<file path="config.mk">
export PLATFORM = sky130hd
export DESIGN_NAME = osc_ctrl
export DESIGN_NICKNAME = d
export VERILOG_FILES = /design/src/hw/osc_cancel.v /design/src/hw/osc_ctrl.v
export VERILOG_INCLUDE_DIRS = /design/src /design/src/hw
export SDC_FILE = /design/constraint.sdc
export NUM_CORES = 1
export LEC_CHECK = 0
export ABC_AREA = 1
export BUFFER_PORTS_ARGS = -buffer_cell sky130_fd_sc_hd__buf_2
export CAP_MARGIN = 20
export CELL_PAD_IN_SITES_DETAIL_PLACEMENT = 1
export CELL_PAD_IN_SITES_GLOBAL_PLACEMENT = 2
export CORE_MARGIN = 4
export CORE_UTILIZATION = 30
export CTS_BUF_LIST = sky130_fd_sc_hd__clkbuf_16
export CTS_CLUSTER_DIAMETER = 100
export DETAILED_ROUTE_END_ITERATION = 10
export GPL_TIMING_DRIVEN = 0
export PLACE_DENSITY = 0.77
export SYNTH_ARGS = -nofsm -noshare
export SYNTH_HDL_FRONTEND = slang
export SYNTH_SLANG_ARGS = --single-unit
</file>
<file path="constraint.sdc">
create_clock -name clk -period 2.6 [get_ports clk]
set_input_delay 0.26 -clock clk [delete_from_list [all_inputs] [get_ports clk]]
set_output_delay 0.26 -clock clk [all_outputs]
set_load 0.02 [all_outputs]
</file>
<file path="src/hw/osc_regs.vh">
`ifndef OSC_REGS_VH
`define OSC_REGS_VH
// How it works
// light control bit 3 sleeps light after irq
// sleep: drop light enable, re-enable on status read
// channel select checked only while light enabled
// light runs only while light enable set
// prox sleep bit drops optical enable after irq
// mode 00 prox, 01 single, 10 dual
// single pleth uses ir, red when swapped; write mask 0F drops swap bit 4, so code drives ir only
// dual pleth alternates ir/red, swap reverses; swap bit 4 is masked off on write, so order never reverses
// optical runs only while optical enable set
// led drive is 10-bit, 000 off
// led drive resets to 1FF split low/high
// host writes fixed bits as shown
// analog cancel bit 6: none or half scale
// flash count code maps 1..32 pulses
// pulse count capped by width and interval
// flash width code 26/42/71 us
// interval code 3.125ms to 400ms
// resolution from width and pulse count
// subtract digital cancel before storing result
// cancelled result clamps at zero

`define OSC_ADR_LIGHT     8'h15
`define OSC_ADR_OPT       8'h16
`define OSC_ADR_DRV_LO    8'h17
`define OSC_ADR_DRV_HI    8'h18
`define OSC_ADR_CNT       8'h19
`define OSC_ADR_WID       8'h1A
`define OSC_ADR_DC_LO     8'h1B
`define OSC_ADR_DC_HI     8'h1C

`define OSC_RST_LIGHT     8'h00
`define OSC_RST_OPT       8'h00
`define OSC_RST_DRV_LO    8'hFF
`define OSC_RST_DRV_HI    8'h01
`define OSC_RST_CNT       8'h1A
`define OSC_RST_WID       8'h15
`define OSC_RST_DC        8'h00

`define OSC_MASK_LIGHT    8'h0B
`define OSC_MASK_OPT      8'h0F
`define OSC_MASK_DRV_HI   8'h03
`define OSC_MASK_CNT      8'h7F
`define OSC_MASK_WID      8'h37

`define OSC_BIT_EN        0
`define OSC_BIT_SLEEP     3
`define OSC_BIT_CHSEL     1
`define OSC_BIT_ANA       6

`define OSC_MODE_PROX     2'h0
`define OSC_MODE_SINGLE   2'h1
`define OSC_MODE_DUAL     2'h2

// time units: width and interval both in ns (3125000 ns = 3.125 ms)
`define OSC_CLK_NS        8
`define OSC_W26_NS        26000
`define OSC_W42_NS        42000
`define OSC_W71_NS        71000
`define OSC_INT0_NS       3125000
`endif

</file>
<file path="src/hw/osc_cancel.v">
`timescale 1ns/1ps
`include "osc_regs.vh"
module osc_cancel
(
	// clock
	input  wire        clk,
	input  wire        sys_rst,
	input  wire        ce,
	// data
	input  wire        in_vld,
	input  wire [15:0] in_raw,
	input  wire [15:0] in_cancel,
	output reg         out_vld_r,
	output reg  [15:0] out_val_r
);
	always @(posedge clk)
	begin
		if (sys_rst)
		begin
			out_vld_r <= 1'b0;
			out_val_r <= 16'h0000;
		end
		else if (ce)
		begin
			out_vld_r <= in_vld;
			if (in_vld)
				out_val_r <= (in_cancel > in_raw) ? 16'h0000 : (in_raw - in_cancel);
		end
	end
endmodule

</file>
<file path="src/hw/osc_ctrl.v">
`timescale 1ns/1ps
`include "osc_regs.vh"
module osc_ctrl
#(
	parameter INT_SCALE = 1
)
(
	// clock and reset
	input  wire        clk,
	input  wire        sys_rst,
	input  wire        ce,
	// register port
	input  wire        reg_wr,
	input  wire        reg_rd,
	input  wire [7:0]  reg_addr,
	input  wire [7:0]  reg_wdata,
	output reg  [7:0]  reg_rdata_r,
	// sensor events
	input  wire        light_irq,
	input  wire        light_done,
	input  wire        light_stat_rd,
	input  wire        prox_irq,
	input  wire        prox_done,
	input  wire        prox_stat_rd,
	input  wire        meas_vld,
	input  wire [15:0] meas_raw,
	// controls out
	output reg         light_run_r,
	output reg         light_rgb_r,
	output reg         opt_run_r,
	output reg  [1:0]  opt_mode_r,
	output reg         led_red_r,
	output reg         led_on_r,
	output reg  [9:0]  led_drive_r,
	output reg         ana_half_r,
	output reg  [4:0]  res_bits_r,
	output reg         res_vld_r,
	output reg  [15:0] prox_result_r
);
	////////////////////////////////////////////////////////////////
	reg  [7:0]  light_r;
	reg  [7:0]  opt_r;
	reg  [7:0]  drv_lo_r;
	reg  [7:0]  drv_hi_r;
	reg  [7:0]  cnt_r;
	reg  [7:0]  wid_r;
	reg  [7:0]  dc_lo_r;
	reg  [7:0]  dc_hi_r;
	reg         lsleep_r;
	reg         psleep_r;
	reg         lpend_r;
	reg         ppend_r;
	wire        can_vld;
	wire [15:0] can_val;

	function [5:0] pulses;
		input [2:0] code;
		begin
			case (code)
				3'h0:    pulses = 6'h01;
				3'h1:    pulses = 6'h02;
				3'h2:    pulses = 6'h04;
				3'h3:    pulses = 6'h08;
				3'h4:    pulses = 6'h10;
				default: pulses = 6'h20;
			endcase
		end
	endfunction

	function [5:0] capped;
		input [2:0] cnt;
		input [1:0] wid;
		input [2:0] intv;
		reg   [5:0] p;
		begin
			p = pulses(cnt);
			capped = p;
			if (wid == 2'h1 && intv == 3'h0 && p > 6'h10)
				capped = 6'h10;
			if (wid == 2'h2 && intv == 3'h0 && p > 6'h08)
				capped = 6'h08;
			if (wid == 2'h2 && intv == 3'h1 && p > 6'h10)
				capped = 6'h10;
		end
	endfunction

	function [4:0] resol;
		input [1:0] wid;
		input [5:0] p;
		reg   [4:0] b;
		reg   [4:0] lg;
		begin
			lg = (p[5] ? 5'd5 : p[4] ? 5'd4 : p[3] ? 5'd3 : p[2] ? 5'd2 : p[1] ? 5'd1 : 5'd0);
			b = (wid == 2'h0) ? 5'd10 : (wid == 2'h1) ? 5'd12 : 5'd14;
			resol = (b + lg > 5'd16) ? 5'd16 : b + lg;
		end
	endfunction

	////////////////////////////////////////////////////////////////
	// timing: width and interval in cycles
	localparam [31:0] W26_CYC = `OSC_W26_NS / `OSC_CLK_NS;
	localparam [31:0] W42_CYC = `OSC_W42_NS / `OSC_CLK_NS;
	localparam [31:0] W71_CYC = `OSC_W71_NS / `OSC_CLK_NS;
	localparam [31:0] INT0_CYC = `OSC_INT0_NS / `OSC_CLK_NS / INT_SCALE;

	// one-hot sequencer states
	localparam [3:0] S_IDLE  = 4'b0001;
	localparam [3:0] S_PULSE = 4'b0010;
	localparam [3:0] S_GAP   = 4'b0100;
	localparam [3:0] S_WAIT  = 4'b1000;

	reg  [3:0]  st_r;
	reg  [31:0] tmr_r;
	reg  [5:0]  np_r;
	reg         phase_r;
	wire [31:0] w_cyc = (wid_r[5:4] == 2'h0) ? W26_CYC :
		(wid_r[5:4] == 2'h2) ? W71_CYC : W42_CYC;
	wire [31:0] i_cyc = INT0_CYC << wid_r[2:0];
	wire [5:0]  np_tot = capped(cnt_r[5:3], wid_r[5:4], wid_r[2:0]);

	////////////////////////////////////////////////////////////////
	osc_cancel u_can
	(
		.clk       (clk),
		.sys_rst   (sys_rst),
		.ce        (ce),
		.in_vld    (meas_vld),
		.in_raw    (meas_raw),
		.in_cancel ({dc_hi_r, dc_lo_r}),
		.out_vld_r (can_vld),
		.out_val_r (can_val)
	);

	////////////////////////////////////////////////////////////////
	always @(posedge clk)
	begin
		if (sys_rst)
		begin
			light_r  <= `OSC_RST_LIGHT;
			opt_r    <= `OSC_RST_OPT;
			drv_lo_r <= `OSC_RST_DRV_LO;
			drv_hi_r <= `OSC_RST_DRV_HI;
			cnt_r    <= `OSC_RST_CNT;
			wid_r    <= `OSC_RST_WID;
			dc_lo_r  <= `OSC_RST_DC;
			dc_hi_r  <= `OSC_RST_DC;
			lsleep_r <= 1'b0;
			psleep_r <= 1'b0;
			lpend_r  <= 1'b0;
			ppend_r  <= 1'b0;
			reg_rdata_r <= 8'h00;
		end
		else if (ce)
		begin
			// sleep after irq: wait for measurement end, then park until status read
			if (light_irq && light_r[`OSC_BIT_SLEEP] && light_r[`OSC_BIT_EN])
				lpend_r <= 1'b1;
			if (lpend_r && light_done)
			begin
				lpend_r  <= 1'b0;
				lsleep_r <= 1'b1;
			end
			if (lsleep_r && light_stat_rd && !(lpend_r && light_done))
				lsleep_r <= 1'b0;
			if (prox_irq && opt_r[`OSC_BIT_SLEEP] && opt_r[`OSC_BIT_EN])
				ppend_r <= 1'b1;
			if (ppend_r && prox_done)
			begin
				ppend_r  <= 1'b0;
				psleep_r <= 1'b1;
			end
			if (psleep_r && prox_stat_rd && !(ppend_r && prox_done))
				psleep_r <= 1'b0;
			if (reg_wr)
			begin
				// fixed bits are stored masked; host keeps them as shown
				case (reg_addr)
					`OSC_ADR_LIGHT:  light_r  <= reg_wdata & `OSC_MASK_LIGHT;
					`OSC_ADR_OPT:    opt_r    <= reg_wdata & `OSC_MASK_OPT;
					`OSC_ADR_DRV_LO: drv_lo_r <= reg_wdata;
					`OSC_ADR_DRV_HI: drv_hi_r <= reg_wdata & `OSC_MASK_DRV_HI;
					`OSC_ADR_CNT:    cnt_r    <= (reg_wdata & `OSC_MASK_CNT);
					`OSC_ADR_WID:    wid_r    <= reg_wdata & `OSC_MASK_WID;
					`OSC_ADR_DC_LO:  dc_lo_r  <= reg_wdata;
					`OSC_ADR_DC_HI:  dc_hi_r  <= reg_wdata;
					default:         ;
				endcase
			end
			if (reg_rd)
			begin
				// enable bits read back as cleared while parked
				case (reg_addr)
					`OSC_ADR_LIGHT:  reg_rdata_r <= {light_r[7:1], light_r[0] & ~lsleep_r};
					`OSC_ADR_OPT:    reg_rdata_r <= {opt_r[7:1], opt_r[0] & ~psleep_r};
					`OSC_ADR_DRV_LO: reg_rdata_r <= drv_lo_r;
					`OSC_ADR_DRV_HI: reg_rdata_r <= drv_hi_r;
					`OSC_ADR_CNT:    reg_rdata_r <= cnt_r;
					`OSC_ADR_WID:    reg_rdata_r <= wid_r;
					`OSC_ADR_DC_LO:  reg_rdata_r <= dc_lo_r;
					`OSC_ADR_DC_HI:  reg_rdata_r <= dc_hi_r;
					default:         reg_rdata_r <= 8'h00;
				endcase
			end
		end
	end

	////////////////////////////////////////////////////////////////
	// control outputs
	always @(posedge clk)
	begin
		if (sys_rst)
		begin
			light_run_r <= 1'b0;
			light_rgb_r <= 1'b0;
			opt_run_r   <= 1'b0;
			opt_mode_r  <= `OSC_MODE_PROX;
			led_drive_r <= 10'h000;
			ana_half_r  <= 1'b0;
			res_bits_r  <= 5'd0;
			res_vld_r   <= 1'b0;
			prox_result_r <= 16'h0000;
		end
		else if (ce)
		begin
			light_run_r <= light_r[`OSC_BIT_EN] & ~lsleep_r;
			light_rgb_r <= light_r[`OSC_BIT_EN] & light_r[`OSC_BIT_CHSEL];
			opt_run_r   <= opt_r[`OSC_BIT_EN] & ~psleep_r;
			opt_mode_r  <= (opt_r[2:1] == 2'h3) ? `OSC_MODE_PROX : opt_r[2:1];
			led_drive_r <= {drv_hi_r[1:0], drv_lo_r};
			ana_half_r  <= cnt_r[`OSC_BIT_ANA];
			res_bits_r  <= resol(wid_r[5:4], np_tot);
			res_vld_r   <= can_vld;
			if (can_vld)
				prox_result_r <= can_val;
		end
	end

	////////////////////////////////////////////////////////////////
	// pulse sequencer
	always @(posedge clk)
	begin
		if (sys_rst)
		begin
			st_r     <= S_IDLE;
			tmr_r    <= 32'd0;
			np_r     <= 6'd0;
			phase_r  <= 1'b0;
			led_on_r <= 1'b0;
			led_red_r <= 1'b0;
		end
		else if (ce)
		begin
			case (st_r)
				S_IDLE:
				begin
					led_on_r <= 1'b0;
					tmr_r    <= 32'd0;
					np_r     <= 6'd0;
					if (opt_run_r && led_drive_r != 10'h000)
					begin
						st_r <= S_PULSE;
						led_on_r <= 1'b1;
						case (opt_mode_r)
							`OSC_MODE_SINGLE: led_red_r <= opt_r[4];
							`OSC_MODE_DUAL:   led_red_r <= phase_r ^ opt_r[4];
							default:          led_red_r <= 1'b0;
						endcase
					end
				end
				S_PULSE:
				begin
					tmr_r <= tmr_r + 32'd1;
					if (!opt_run_r)
					begin
						// disable cuts the burst at once, mid-pulse; led_on_r drops one cycle after opt_run_r
						led_on_r <= 1'b0;
						st_r     <= S_IDLE;
					end
					else if (tmr_r + 32'd1 >= w_cyc)
					begin
						led_on_r <= 1'b0;
						np_r <= np_r + 6'd1;
						st_r <= (np_r + 6'd1 >= np_tot) ? S_WAIT : S_GAP;
					end
				end
				S_GAP:
				begin
					tmr_r <= 32'd0;
					if (!opt_run_r)
						st_r <= S_IDLE;
					else
					begin
						led_on_r <= 1'b1;
						st_r     <= S_PULSE;
					end
				end
				S_WAIT:
				begin
					tmr_r <= tmr_r + 32'd1;
					if (!opt_run_r)
						st_r <= S_IDLE;
					else if (tmr_r + 32'd1 >= i_cyc)
					begin
						phase_r <= ~phase_r;
						st_r <= S_IDLE;
					end
				end
				default: st_r <= S_IDLE;
			endcase
		end
	end
endmodule

</file>
-- Word level (Yosys, flattened, before mapping)
Index checks and enable logic that the tools add are counted.
- register bits after elaboration: 157
- output and inout port bits: 48
- word-level logic and storage cells: 171
- $add $sub $neg: 4
- $lt $le $gt $ge: 7
- equality and inequality tests: 27
- shift operators: 1
- multiplexer cells: 43
- bitwise logic cells: 6
- reductions and logical operators: 53
- operator list (cell ; count):
    $eq A8 B5 Y1 const B ; 8
    $pmux W32 S2 ; 1
    $pmux W8 S8 ; 1
    $add A32 B1 Y32 const B ; 1
    $ge A32 B14 Y1 ; 1
    $ge A32 B32 Y1 ; 1
    $shl A19 B3 Y32 const A ; 1
    $mux W6 ; 5
    $pmux W6 S5 ; 1
    $mux W14 ; 2
    $reduce_and A3 Y1 ; 9
    $mux W4 ; 6
    $logic_and A1 B1 Y1 ; 17
    $gt A16 B16 Y1 ; 1
    $mux W16 ; 1
    $pmux W4 S4 ; 1
    $reduce_and A2 Y1 ; 8
    $reduce_and A4 Y1 ; 4
    $sub A16 B16 Y16 ; 1
    $mux W1 ; 14
    $pmux W6 S2 ; 1
    $reduce_bool A2 Y1 ; 6
    $mux W2 ; 5
    $reduce_bool A10 Y1 ; 1
    27 further kinds ; 44

-- Logic depth before layout (Yosys ltp)
Gate-level depths: netlist of the first run.
- depth in word-level cells: 15
- gate-level depth with buffers: 23
- gate-level depth less buffers: 22

-- By module
Synthesis of the first run repeated with hierarchy kept, for this count alone.
- cell total of the unflattened synthesis: 1492
- area, all modules: 9680.5 um^2
- by module, submodules not included (module ; times used ; cells each ; area each (um^2)):
    osc_ctrl ; 1 ; 1177 ; 7858.8
    osc_cancel ; 1 ; 315 ; 1821.7

-- Worst setup path before layout of the first run
OpenSTA, ideal clock, no wires.
- kind: register -> register
- start: register tmr_r[0]
- end: register st_r[0]
- data arrival time: 2.488 ns
- data required time: 2.475 ns
- path slack: -0.013 ns
- stages on the path, launching flop included: 21
- buffers on the path: 0
- path through: dfxtp_1 ha_1 nand3_2 nor2_2 xnor2_1 inv_1 ha_1 nand2_1 inv_1 nand2_1 nand2_1 a31oi_1 nand3_1 nor2_1 nand2_1 nor2_4 nand4_2 nand2_2 nor2_2 o21ai_0 nand3_1
- cells in the longest elaborated chain, start to end: 4
- elaborated cells on any way between the ends: 6
- those cells by class: add/sub: 1; order compare: 2; eq/ne: 2; reduce/logical: 1
- ends and longest elaborated chain (element ; RTL line ; text):
    from (decl) ; osc_ctrl.v:113 ; reg [31:0] tmr_r;
    from (signal assigned) ; osc_ctrl.v:272 ; tmr_r <= tmr_r + 32'd1;
    from (signal assigned) ; osc_ctrl.v:299 ; tmr_r <= tmr_r + 32'd1;
    $add A32 B1 Y32 * ; osc_ctrl.v:279, osc_ctrl.v:302 ;
    $ge A32 B32 Y1 or $ge A32 B14 Y1 (tied branches) ; osc_ctrl.v:302, osc_ctrl.v:279 ;
    $ne A3 B3 Y1 (no line) ; n/a ;
    $reduce_and A4 Y1 (no line) * ; n/a ;
    to (signal assigned) ; osc_ctrl.v:283 ; st_r <= (np_r + 6'd1 >= np_tot) ? S_WAIT : S_GAP;
    to (decl) ; osc_ctrl.v:112 ; reg [3:0] st_r;
Every way passes the cells marked *; elsewhere a longest branch is shown, timed or not.
A chain may end at the register's enable or synchronous reset.

-- Worst setup path in the final report of the first run
- start: register tmr_r[0]
- end: register np_r[1]
- cells in the longest elaborated chain, start to end: 4
- ends and longest elaborated chain (element ; RTL line ; text):
    $add A32 B1 Y32 ; osc_ctrl.v:279 ; else if (tmr_r + 32'd1 >= w_cyc)
    $ge A32 B14 Y1 ; osc_ctrl.v:279 ;
    $ne A2 B2 Y1 (no line) ; n/a ;
    $reduce_and A4 Y1 (no line) ; n/a ;
    to (signal assigned) ; osc_ctrl.v:282 ; np_r <= np_r + 6'd1;
    to (decl) ; osc_ctrl.v:114 ; reg [5:0] np_r;
No other way between the ends.

==> results of run 1 <==
stage by stage:
step	instances	hold slack [ns]	TNS, ns	util
3_5_place_dp	1856	0.444	-9.92	0.339
4_1_cts	1906	0.0583	-2.83	0.375
5_1_grt	1915	0.0864	-4.25	0.393
2_1_floorplan	1376	0.386	0	-
3_3_place_gp	1856	0.434	-9.16	0.339
6_report	1915	0.0757	-2.51	0.393
power breakdown:
group / internal, mW / switching [mW]
sequential: 2.46 / 0.0499
combinational: 0.253 / 0.579
clock: 1.65 / 1.20
logic make-up after synthesis:
family / share of synthesized area
DFF: 0.341
buffers and inverters: 0.0814
adders and majority gates: 0.0857
and+or+nand+nor: 0.294
xor gates and xnor gates: 0.0161
AOI/OAI and AO/OA: 0.182
worst paths after layout:
| path | startpoint | to | slack (ns) |
|---|---|---|---|
| hold reg to reg | cnt_r[2] | cnt_r[2] | 0.46 |
| setup / recovery | tmr_r[0] | np_r[1] | -0.25 |
| hold / removal | prox_stat_rd | psleep_r | 0.08 |
| setup reg to reg | tmr_r[0] | np_r[1] | -0.25 |
Yosys cell counts (all sizes together), types with 5 or more instances:
master and n:
dfxtp 157, nand3 66, o21ai 95, nand3b 5
nand2 356, clkbuf 38, ha 60, o21bai 7
xnor2 11, a211oi 5, xor2 6, inv 157
o211ai 13, nor3 13, nand4 17, a21oi 159
nor2 168
cell type report:
cell class                      count  area [sq um]
Timing Repair Buffer              118           664
Clock inverter                     15           226
Clock buffer                       17           425
Tap cell                          390           488
Multi-Input combinational cell   1020          6000
Buffer                             41           164
Inverter                          157           594
Fill cell                        3812         18200
Sequential cell                   157          3210
worst max-delay path, delay by kind of cell (launching register included):
family | cells | cell delay, ns
and+or+nand+nor | 12 | 1.36
DFF | 1 | 0.42
adders and majority gates | 2 | 0.41
AOI/OAI and AO/OA | 2 | 0.30
xor gates and xnor gates | 1 | 0.14
buffers and inverters | 2 | 0.14
timing repair:
action                                  in CTS  in global routing
pin swaps                                   26                 53
cloned                                       0                  0
buffers inserted                            19                  9
gates resized for setup                     82                116
endpoints found under the setup margin      20                 44
registers in the layout (all words and copies together) (netlist names), 2 cells and up:
signal	flops
u_can.out_val_r	16
opt_r	4
dc_hi_r	8
prox_result_r	16
st_r	4
opt_mode_r	2
drv_hi_r	2
res_bits_r	5
led_drive_r	10
wid_r	5
light_r	3
np_r	6
drv_lo_r	8
tmr_r	32
dc_lo_r	8
cnt_r	7
reg_rdata_r	8
routing by layer:
layer | up-vias | share of wire | global-route usage
met5 | - | 0 | 0
met4 | 0 | 0.013 | 0.0495
met3 | 31 | 0.036 | 0.0353
met2 | 162 | 0.47 | 0.342
met1 | 4676 | 0.48 | 0.290
li1 | 4802 | - | -
==> impl_metrics.yaml, run 1 <==
synthesis:
  yosysSeqAreaShare: 0.341
  ys_seq_elements: 157
  yosysTopAreaCell: "dfxtp_1"
  yosysWarnings: 0
  synth_top_area_frac: 0.341
  ys_top_cells_by_area: "dfxtp_1 (34%), nand2_1 (14%), a21oi_1 (8.6%)"
  netlist_instances: 1376
  synth_area_sq_um: 9230
  synth-edff-count: 0
  ys.flop_type: "dfxtp_1"
  async_reset_ff_frac: 0
  yosysUniqueCellTypes: 48
  synth_area_per_cell_sq_um: 6.70
  syn_nets: 1482
place:
  finalWeightedCongestion: 0.848
  port_buffers: 90
  hpwl_um: 27100
  pre_cts_ws_ns: -0.797
  placed_cell_area_sq_um: 10200
drt:
  first_iter_violations: 515
  drc: 0
  antenna_left: 0
  wl_per_cell_um: 18.5
  dr.pass1.iters: 5
  wl_um: 35500
  num_vias: 9671
  vias_per_cell: 5.05
timing:
  skew_ns: 0.0114
  finalCriticalPeriod_ns: 2.85
  fmax_ghz: 0.351
  min_period_over_period: 1.10
  finalMaxSlewViolations: 0
  rsz0062_at_grt: "true"
  slew_headroom: 0.392
  fin_ws_ns: -0.251
  worst_pin_slew_ns: 0.905
  hold_viol_final: 0
  setup-violations-final: 12
clocking:
  cts_tree: "yes"
  clockRootBuffer: "clkbuf_16"
  worst_skew_pair.late_latency_ns: 0.45
  cts_sinks: 157
  htree_levels: 4
  clockBufferDepth: 2
  cts.clk_slew.worst_paths_ns: 0.07
  cts_hold_buf: 0
  numCtsBuffers: 17
finish:
  post_route_cells_drive_above_1_share: 0.214
  area_growth_pct: 27.6
  fin_nets: 1618
  stdcell_area_sq_um: 11800
  layout_common_cells: "nand2_1 (314), inv_1 (148), a21oi_1 (148), nor2_1 (133), dfxtp_1 (131)"
  n_antenna_cell: 0
  final_common_cell: "nand2_1"
power_and_ir_drop:
  vdd_drop_max_uv: 399
  power_mw: 6.19
  leakagePower_nw: 5.08
  power_density_nw_per_um2: 526
critical_path:
  cp-start-kind: "flop"
  cp_data_arrival_time_ns: 3.21
  cp-end-kind: "flop"
  cpPeakStageDelay_ns: 0.42
  worst-setup-path-type: "reg2reg"
  cp.required_ns: 2.96
  rr_worst_depth: 19
  cpMaxStageDelayCell: "dfxtp_4"
  cp_common_cell: "nand2_4"
  cp_cell_sequence: "ha_4 -> nand3_4 -> nor2_4 -> xnor2_2 -> inv_2 -> ha_4 -> nand2_4 -> inv_4 -> nand2_4 -> nand2_4 -> a31oi_4 -> nand3_2 -> nor2_2 -> nand2_2 -> nor2_4 -> nand4_4 -> nand3b_4 -> nand2_1 -> a21oi_1"
  critPathMaxFanout: 7
floorplanning:
  start_util: 0.308
  core_sq_um: 30000
  floorplan.rows: 63
  ioPinCount: 92
  dieArea_sq_um: 33600
  die_h_um: 183
  dieWidth_um: 183
grt:
  grt_antenna_before_repair: 0
  first_global_vias: 9719
  grt_overflow: 0
  grt_max_degree: 17
  grt_first_pass_wirelength_um: 54900
  track_usage: 0.210
worst_hold_path:
  hold_depth: 4
  hold_class: "in2reg"
run_status:
  outcome: "complete, but fails checks"
  violations: "negative setup slack"
flow_run:
  drv_cap: 0
No activity file was read; power rests on OpenSTA's default activity.
==> inputs of run 2 (changes only) <==
--- a/config.mk
+++ b/config.mk
@@ -11,6 +11,7 @@
 export CAP_MARGIN = 20
 export CELL_PAD_IN_SITES_DETAIL_PLACEMENT = 1
 export CELL_PAD_IN_SITES_GLOBAL_PLACEMENT = 2
+export CORE_ASPECT_RATIO = 0.6
 export CORE_MARGIN = 4
 export CORE_UTILIZATION = 30
 export CTS_BUF_LIST = sky130_fd_sc_hd__clkbuf_16
@@ -18,6 +19,7 @@
 export DETAILED_ROUTE_END_ITERATION = 10
 export GPL_TIMING_DRIVEN = 0
 export PLACE_DENSITY = 0.77
+export SLEW_MARGIN = 15
 export SYNTH_ARGS = -nofsm -noshare
 export SYNTH_HDL_FRONTEND = slang
 export SYNTH_SLANG_ARGS = --single-unit
==> run 2 against run 1 <==
Against the previous run: the flow still finishes with violations (negative setup slack); via count rose by 4.8%; final area up 3.6%; global-route usage rose by 2.8 points; die area increased by 0.28%; worst hold slack worse by 0.011 ns; highest routed layer unchanged; sequential power about the same; non-clock buffer count is 38 higher; first-iteration DRC count grew 57%; flip-flop and latch count is the same; final cell count rose by 2.9%.
==> impl_metrics.yaml, run 2 (synthesis results as in run 1) <==
critical_path:
  cp-end-kind: "flop"
  rr_worst_depth: 19
  cp_common_cell: "nor2_4"
  cp.required_ns: 2.96
  cpMaxStageDelayCell: "dfxtp_4"
  cp-start-kind: "flop"
  cpPeakStageDelay_ns: 0.45
  worst-setup-path-type: "reg2reg"
  cp_cell_sequence: "ha_4 -> nand3_4 -> inv_4 -> nand3_4 -> xnor2_4 -> ha_4 -> nand2_4 -> nor2_4 -> nand3_2 -> nor2_4 -> nand3_2 -> nor2_4 -> nor2_4 -> nand4_4 -> nand2_4 -> nor2_4 -> nand2_1 -> nand2_1 -> nor2_1"
  cp_data_arrival_time_ns: 3.29
  critPathMaxFanout: 5
floorplanning:
  dieArea_sq_um: 33700
  start_util: 0.306
  die_h_um: 144
  core_sq_um: 30100
  ioPinCount: 92
  dieWidth_um: 234
  floorplan.rows: 49
timing:
  hold_viol_final: 0
  fmax_ghz: 0.342
  finalCriticalPeriod_ns: 2.93
  min_period_over_period: 1.13
  worst_pin_slew_ns: 1.05
  setup-violations-final: 12
  skew_ns: 0.0139
  whs_ns: 0.0645
  fin_ws_ns: -0.327
  slew_headroom: 0.298
  rsz0062_at_grt: "true"
  finalMaxSlewViolations: 0
drt:
  num_vias: 10100
  dr.pass1.iters: 8
  drc: 0
  wl_per_cell_um: 20.6
  first_iter_violations: 806
  wl_um: 40600
  vias_per_cell: 5.14
  antenna_left: 0
worst_hold_path:
  hold_depth: 4
  hold_class: "in2reg"
finish:
  num-fill-cells: 3773
  multi_input_area_sq_um: 6140
  stdcell_area_sq_um: 12200
  largest-register: "tmr_r"
  final_common_cell: "nand2_1"
  n_antenna_cell: 0
  largest_register_ffs: 32
  fin_nets: 1656
  layout_common_cells: "nand2_1 (301), inv_1 (145), a21oi_1 (143), dfxtp_1 (136), nor2_1 (134)"
  seq_area_sq_um: 3200
  area_growth_pct: 32.2
  reg_top3: "tmr_r (32), prox_result_r (16), u_can.out_val_r (16)"
  post_route_cells_drive_above_1_share: 0.248
place:
  port_buffers: 90
  finalWeightedCongestion: 0.858
  placed_cell_area_sq_um: 10200
  hpwl_um: 30600
run_status:
  outcome: "complete, but fails checks"
  violations: "negative setup slack"
power_and_ir_drop:
  leakagePower_nw: 5.27
  power_density_nw_per_um2: 495
  vdd_drop_max_uv: 416
  power_mw: 6.04
grt:
  grt_antenna_before_repair: 0
  grt_first_pass_wirelength_um: 59900
  track_usage: 0.238
  first_global_vias: 9684
  grt_max_degree: 19
  grt_overflow: 0
clocking:
  cts.clk_slew.worst_paths_ns: 0.08
  cts_sinks: 157
  clockRootBuffer: "clkbuf_16"
  worst_skew_pair.late_latency_ns: 0.46
  htree_levels: 4
  numCtsBuffers: 17
  cts_tree: "yes"
  clockBufferDepth: 2
flow_run:
  drv_cap: 0
-- run 2: what timing repair did --
item                                    in CTS  in global routing
gates resized for setup                    127                110
pin swaps                                   65                 61
endpoints found under the setup margin      32                 45
hold buffers                                 0                  0
buffers inserted                            54                 14
-- run 2: per-stage QoR --
step                setup TNS, ns  worst slack (ns)  std cells  utilization
global placement           -14.14            -0.935       1874        0.339
finish                      -3.34            -0.327       1971        0.405
CTS                         -3.09            -0.279       1959        0.389
floorplan                       0            0.0598       1376            -
global route                -4.68            -0.445       1971        0.405
detailed placement         -15.13            -0.969       1874        0.339
-- run 2: power by group --
part	leakage, nW	switching [mW]	internal [mW]
clock network	0.292	1.30	1.29
logic	3.69	0.640	0.297
registers	1.29	0.0534	2.46
-- run 2: path summary, 6_finish.rpt --
check / end / slack [ns] / start
hold reg to reg: cnt_r[0] / 0.46 / cnt_r[0]
hold / removal: psleep_r / 0.06 / prox_stat_rd
setup / recovery: st_r[2] / -0.33 / tmr_r[0]
setup reg to reg: st_r[2] / -0.33 / tmr_r[0]
-- run 2: layout make-up --
| class | count | area share |
|---|---|---|
| Multi-Input combinational cell | 1020 | 0.504 |
| Sequential cell | 157 | 0.262 |
| Timing Repair Buffer | 156 | 0.0800 |
| Inverter | 157 | 0.0492 |
| Tap cell | 408 | 0.0418 |
| Clock buffer | 17 | 0.0349 |
| Clock inverter | 15 | 0.0142 |
| Buffer | 41 | 0.0141 |
-- run 2: worst max-delay path: cells and delay by family, from the launching register on --
kind	cells	cell delay (ns)
xor gates and xnor gates	1	0.19
and+or+nand+nor	15	1.57
adders and majority gates	2	0.47
buffers and inverters	1	0.12
DFF	1	0.45
-- run 2: layer usage --
layer,routed length [um],global-route usage
met4,463,0.0497
met3,2790,0.0446
met1,21900,0.390
met2,15400,0.311
met5,0,0
==> inputs of run 3 (changes only) <==
--- a/config.mk
+++ b/config.mk
@@ -22,4 +22,5 @@
 export SLEW_MARGIN = 15
 export SYNTH_ARGS = -nofsm -noshare
 export SYNTH_HDL_FRONTEND = slang
+export SYNTH_HIERARCHICAL = 1
 export SYNTH_SLANG_ARGS = --single-unit
==> run 3 against run 2 <==
Against the previous run: the run still ends with negative setup slack left; non-clock buffer count down 25; clock power up 3%; first-iteration DRC count down 12%.
==> impl_metrics.yaml, run 3 <==
drt:
  antenna_left: 0
  num_vias: 10300
  wl_um: 40300
  drc: 0
  vias_per_cell: 4.96
  first_iter_violations: 712
  dr.pass1.iters: 4
  wl_per_cell_um: 19.5
finish:
  n_antenna_cell: 0
  post_route_cells_drive_above_1_share: 0.211
  reg_top3: "tmr_r (32), prox_result_r (16), u_can/out_val_r (16)"
  area_growth_pct: 26.9
  largest-register: "tmr_r"
  layout_common_cells: "nand2_1 (378), inv_1 (195), nor2_1 (149), dfxtp_1 (140), a21oi_1 (121)"
  instances_no_fill: 2070
  fin_nets: 1748
  largest_register_ffs: 32
  final_common_cell: "nand2_1"
  num-fill-cells: 3997
synthesis:
  synth_top_area_frac: 0.325
  ys_top_cells_by_area: "dfxtp_1 (32%), nand2_1 (16%), inv_1 (7.9%)"
  synth_area_per_cell_sq_um: 6.49
  ys.flop_type: "dfxtp_1"
  async_reset_ff_frac: 0
  yosysWarnings: 6
  ys_seq_elements: 157
  synth_most_common_cell: "nand2_1"
  synth_area_sq_um: 9680
  synth_common_cells: "nand2_1 (412), inv_1 (205), nor2_1 (161), dfxtp_1 (157), a21oi_1 (132)"
  yosysUniqueCellTypes: 48
  netlist_instances: 1492
  yosysTopAreaCell: "dfxtp_1"
  synth-edff-count: 0
  yosysSeqAreaShare: 0.325
  syn_nets: 1599
grt:
  grt_overflow: 0
  track_usage: 0.223
  grt_first_pass_wirelength_um: 59900
  first_global_vias: 9771
  grt-busiest-layer: "met1"
  grt_use_met1: 0.390
  grt_util_met3: 0.0482
  grt_max_degree: 17
  grt_antenna_before_repair: 0
  grt.met2_usage: 0.264
critical_path:
  cp-end-kind: "flop"
  cp-start-kind: "flop"
  critPathMaxFanout: 5
  cp.required_ns: 2.95
  cp_data_arrival_time_ns: 3.33
  worst-setup-path-type: "reg2reg"
floorplanning:
  ioPinCount: 92
  dieWidth_um: 240
  core_sq_um: 31500
  die_h_um: 147
  start_util: 0.308
  dieArea_sq_um: 35300
  floorplan.rows: 50
timing:
  finalMaxSlewViolations: 0
  worst_pin_slew_ns: 0.967
  setup-violations-final: 12
  skew_ns: 0.0142
  fin_ws_ns: -0.388
  min_period_over_period: 1.15
  rsz0062_at_grt: "true"
  hold_viol_final: 0
  finalCriticalPeriod_ns: 2.99
  slew_headroom: 0.355
  fmax_ghz: 0.335
power_and_ir_drop:
  clkPwrFrac: 0.439
  combPwrFrac: 0.149
  p_sw_mw: 1.94
  switching_share: 0.317
  power_density_nw_per_um2: 497
  vdd_drop_max_uv: 280
  internal_power_mw: 4.18
  power_mw: 6.11
  leakagePower_nw: 5.42
  p_seq_frac: 0.413
flow_run:
  drv_cap: 0
clocking:
  cts_sinks: 157
  cts_hold_buf: 0
  cts.clk_slew.worst_paths_ns: 0.07
  worst_skew_pair.late_latency_ns: 0.45
  clockBufferDepth: 2
  clockRootBuffer: "clkbuf_16"
  numCtsBuffers: 17
  htree_levels: 4
  cts_tree: "yes"
run_status:
  outcome: "complete, but fails checks"
  violations: "negative setup slack"
place:
  hpwl_um: 31700
  finalWeightedCongestion: 0.889
  port_buffers: 90
  dp.cells: 1998
  pre_cts_ws_ns: -1.05
worst_hold_path:
  hold_class: "in2reg"
-- run 3: changes by cell type after synthesis, moves of 5 or more --
cell	delta
nor2_1	+8
and2_1	+6
a21oi_1	-26
a21oi_2	+9
nand3_1	+12
nand2_1	+61
o21ai_0	-19
o22ai_1	+5
inv_1	+51
xor2_1	+6
nand2_2	+15
o211ai_1	-11
-- run 3: critical path, cell delays in order, from the launching register on --
cell     delay [ns]
dfxtp_4        0.42
inv_2          0.06
nor2_4         0.20
buf_6          0.15
inv_2          0.04
nor2_4         0.17
xor2_4         0.28
ha_4           0.25
nand2_2        0.07
inv_2          0.04
nand2_2        0.05
nor2_2         0.04
nand3_1        0.08
nor2_2         0.05
nand3_1        0.09
nand2_2        0.07
nor2_4         0.19
nand4_1        0.24
nand4_1        0.22
nand2_1        0.08
nand2_1        0.06
nor2_1         0.04
-- run 3: per-layer routing --
metal | part of all wire | wire (um)
met1 | 0.58 | 23300
met2 | 0.35 | 14200
met3 | 0.063 | 2530
met4 | 0.0063 | 252
met5 | 0 | 0
-- run 3: final timing paths --
kind | start | endpoint | slack (ns) | depth (start not counted)
min | light_stat_rd | lsleep_r | 0.08 | 4
min reg2reg | led_on_r | led_on_r | 0.46 | 2
max | tmr_r[0] | st_r[2] | -0.39 | 21
max reg2reg | tmr_r[0] | st_r[2] | -0.39 | 21
-- run 3: cell type report --
class	instances	area, sq um	area share
Clock inverter	15	178	0.0145
Buffer	41	184	0.0150
Timing Repair Buffer	131	781	0.0635
Clock buffer	17	425	0.0346
Sequential cell	157	3190	0.260
Multi-Input combinational cell	1079	6210	0.505
Inverter	214	805	0.0655
Tap cell	416	520	0.0424
-- run 3: power groups by stage --
| stage | clock (mW) | combinational [mW] | sequential [mW] |
|---|---|---|---|
| floorplan | 0 | 0.493 | 2.61 |
| global placement | 0 | 0.847 | 2.58 |
| detailed placement | 0 | 0.858 | 2.58 |
| CTS | 2.72 | 0.884 | 2.52 |
| global route | 2.82 | 1.01 | 2.53 |
| finish | 2.68 | 0.910 | 2.52 |
-- run 3: cells by family (layout without fill, tap and decap cells) --
family	after synthesis	after routing	synth area share
compound gates	259	259	0.149
fa+ha+maj	63	63	0.0830
flops	157	157	0.325
buf+inv	256	418	0.101
simple gates	736	736	0.324
xor+xnor	21	21	0.0190
-- run 3: what timing repair did --
item / 4_1_cts / 5_1_grt
resized for setup: 79 / 96
pin swaps: 37 / 61
setup endpoints to repair: 17 / 23
hold endpoints to repair: 0 / 0
setup buffers: 27 / 15
-- run 3: stage by stage --
| step | cell area, sq um | setup TNS [ns] | utilization | hold WS, ns |
|---|---|---|---|---|
| 2_1_floorplan | 9680 | 0 | - | 0.386 |
| 4_1_cts | 11800 | -3.13 | 0.374 | 0.0510 |
| 6_report | 12300 | -3.93 | 0.391 | 0.0786 |
| 3_3_place_gp | 10700 | -12.58 | 0.339 | 0.441 |
| 5_1_grt | 12300 | -5.90 | 0.391 | 0.0940 |
| 3_5_place_dp | 10700 | -12.80 | 0.339 | 0.448 |
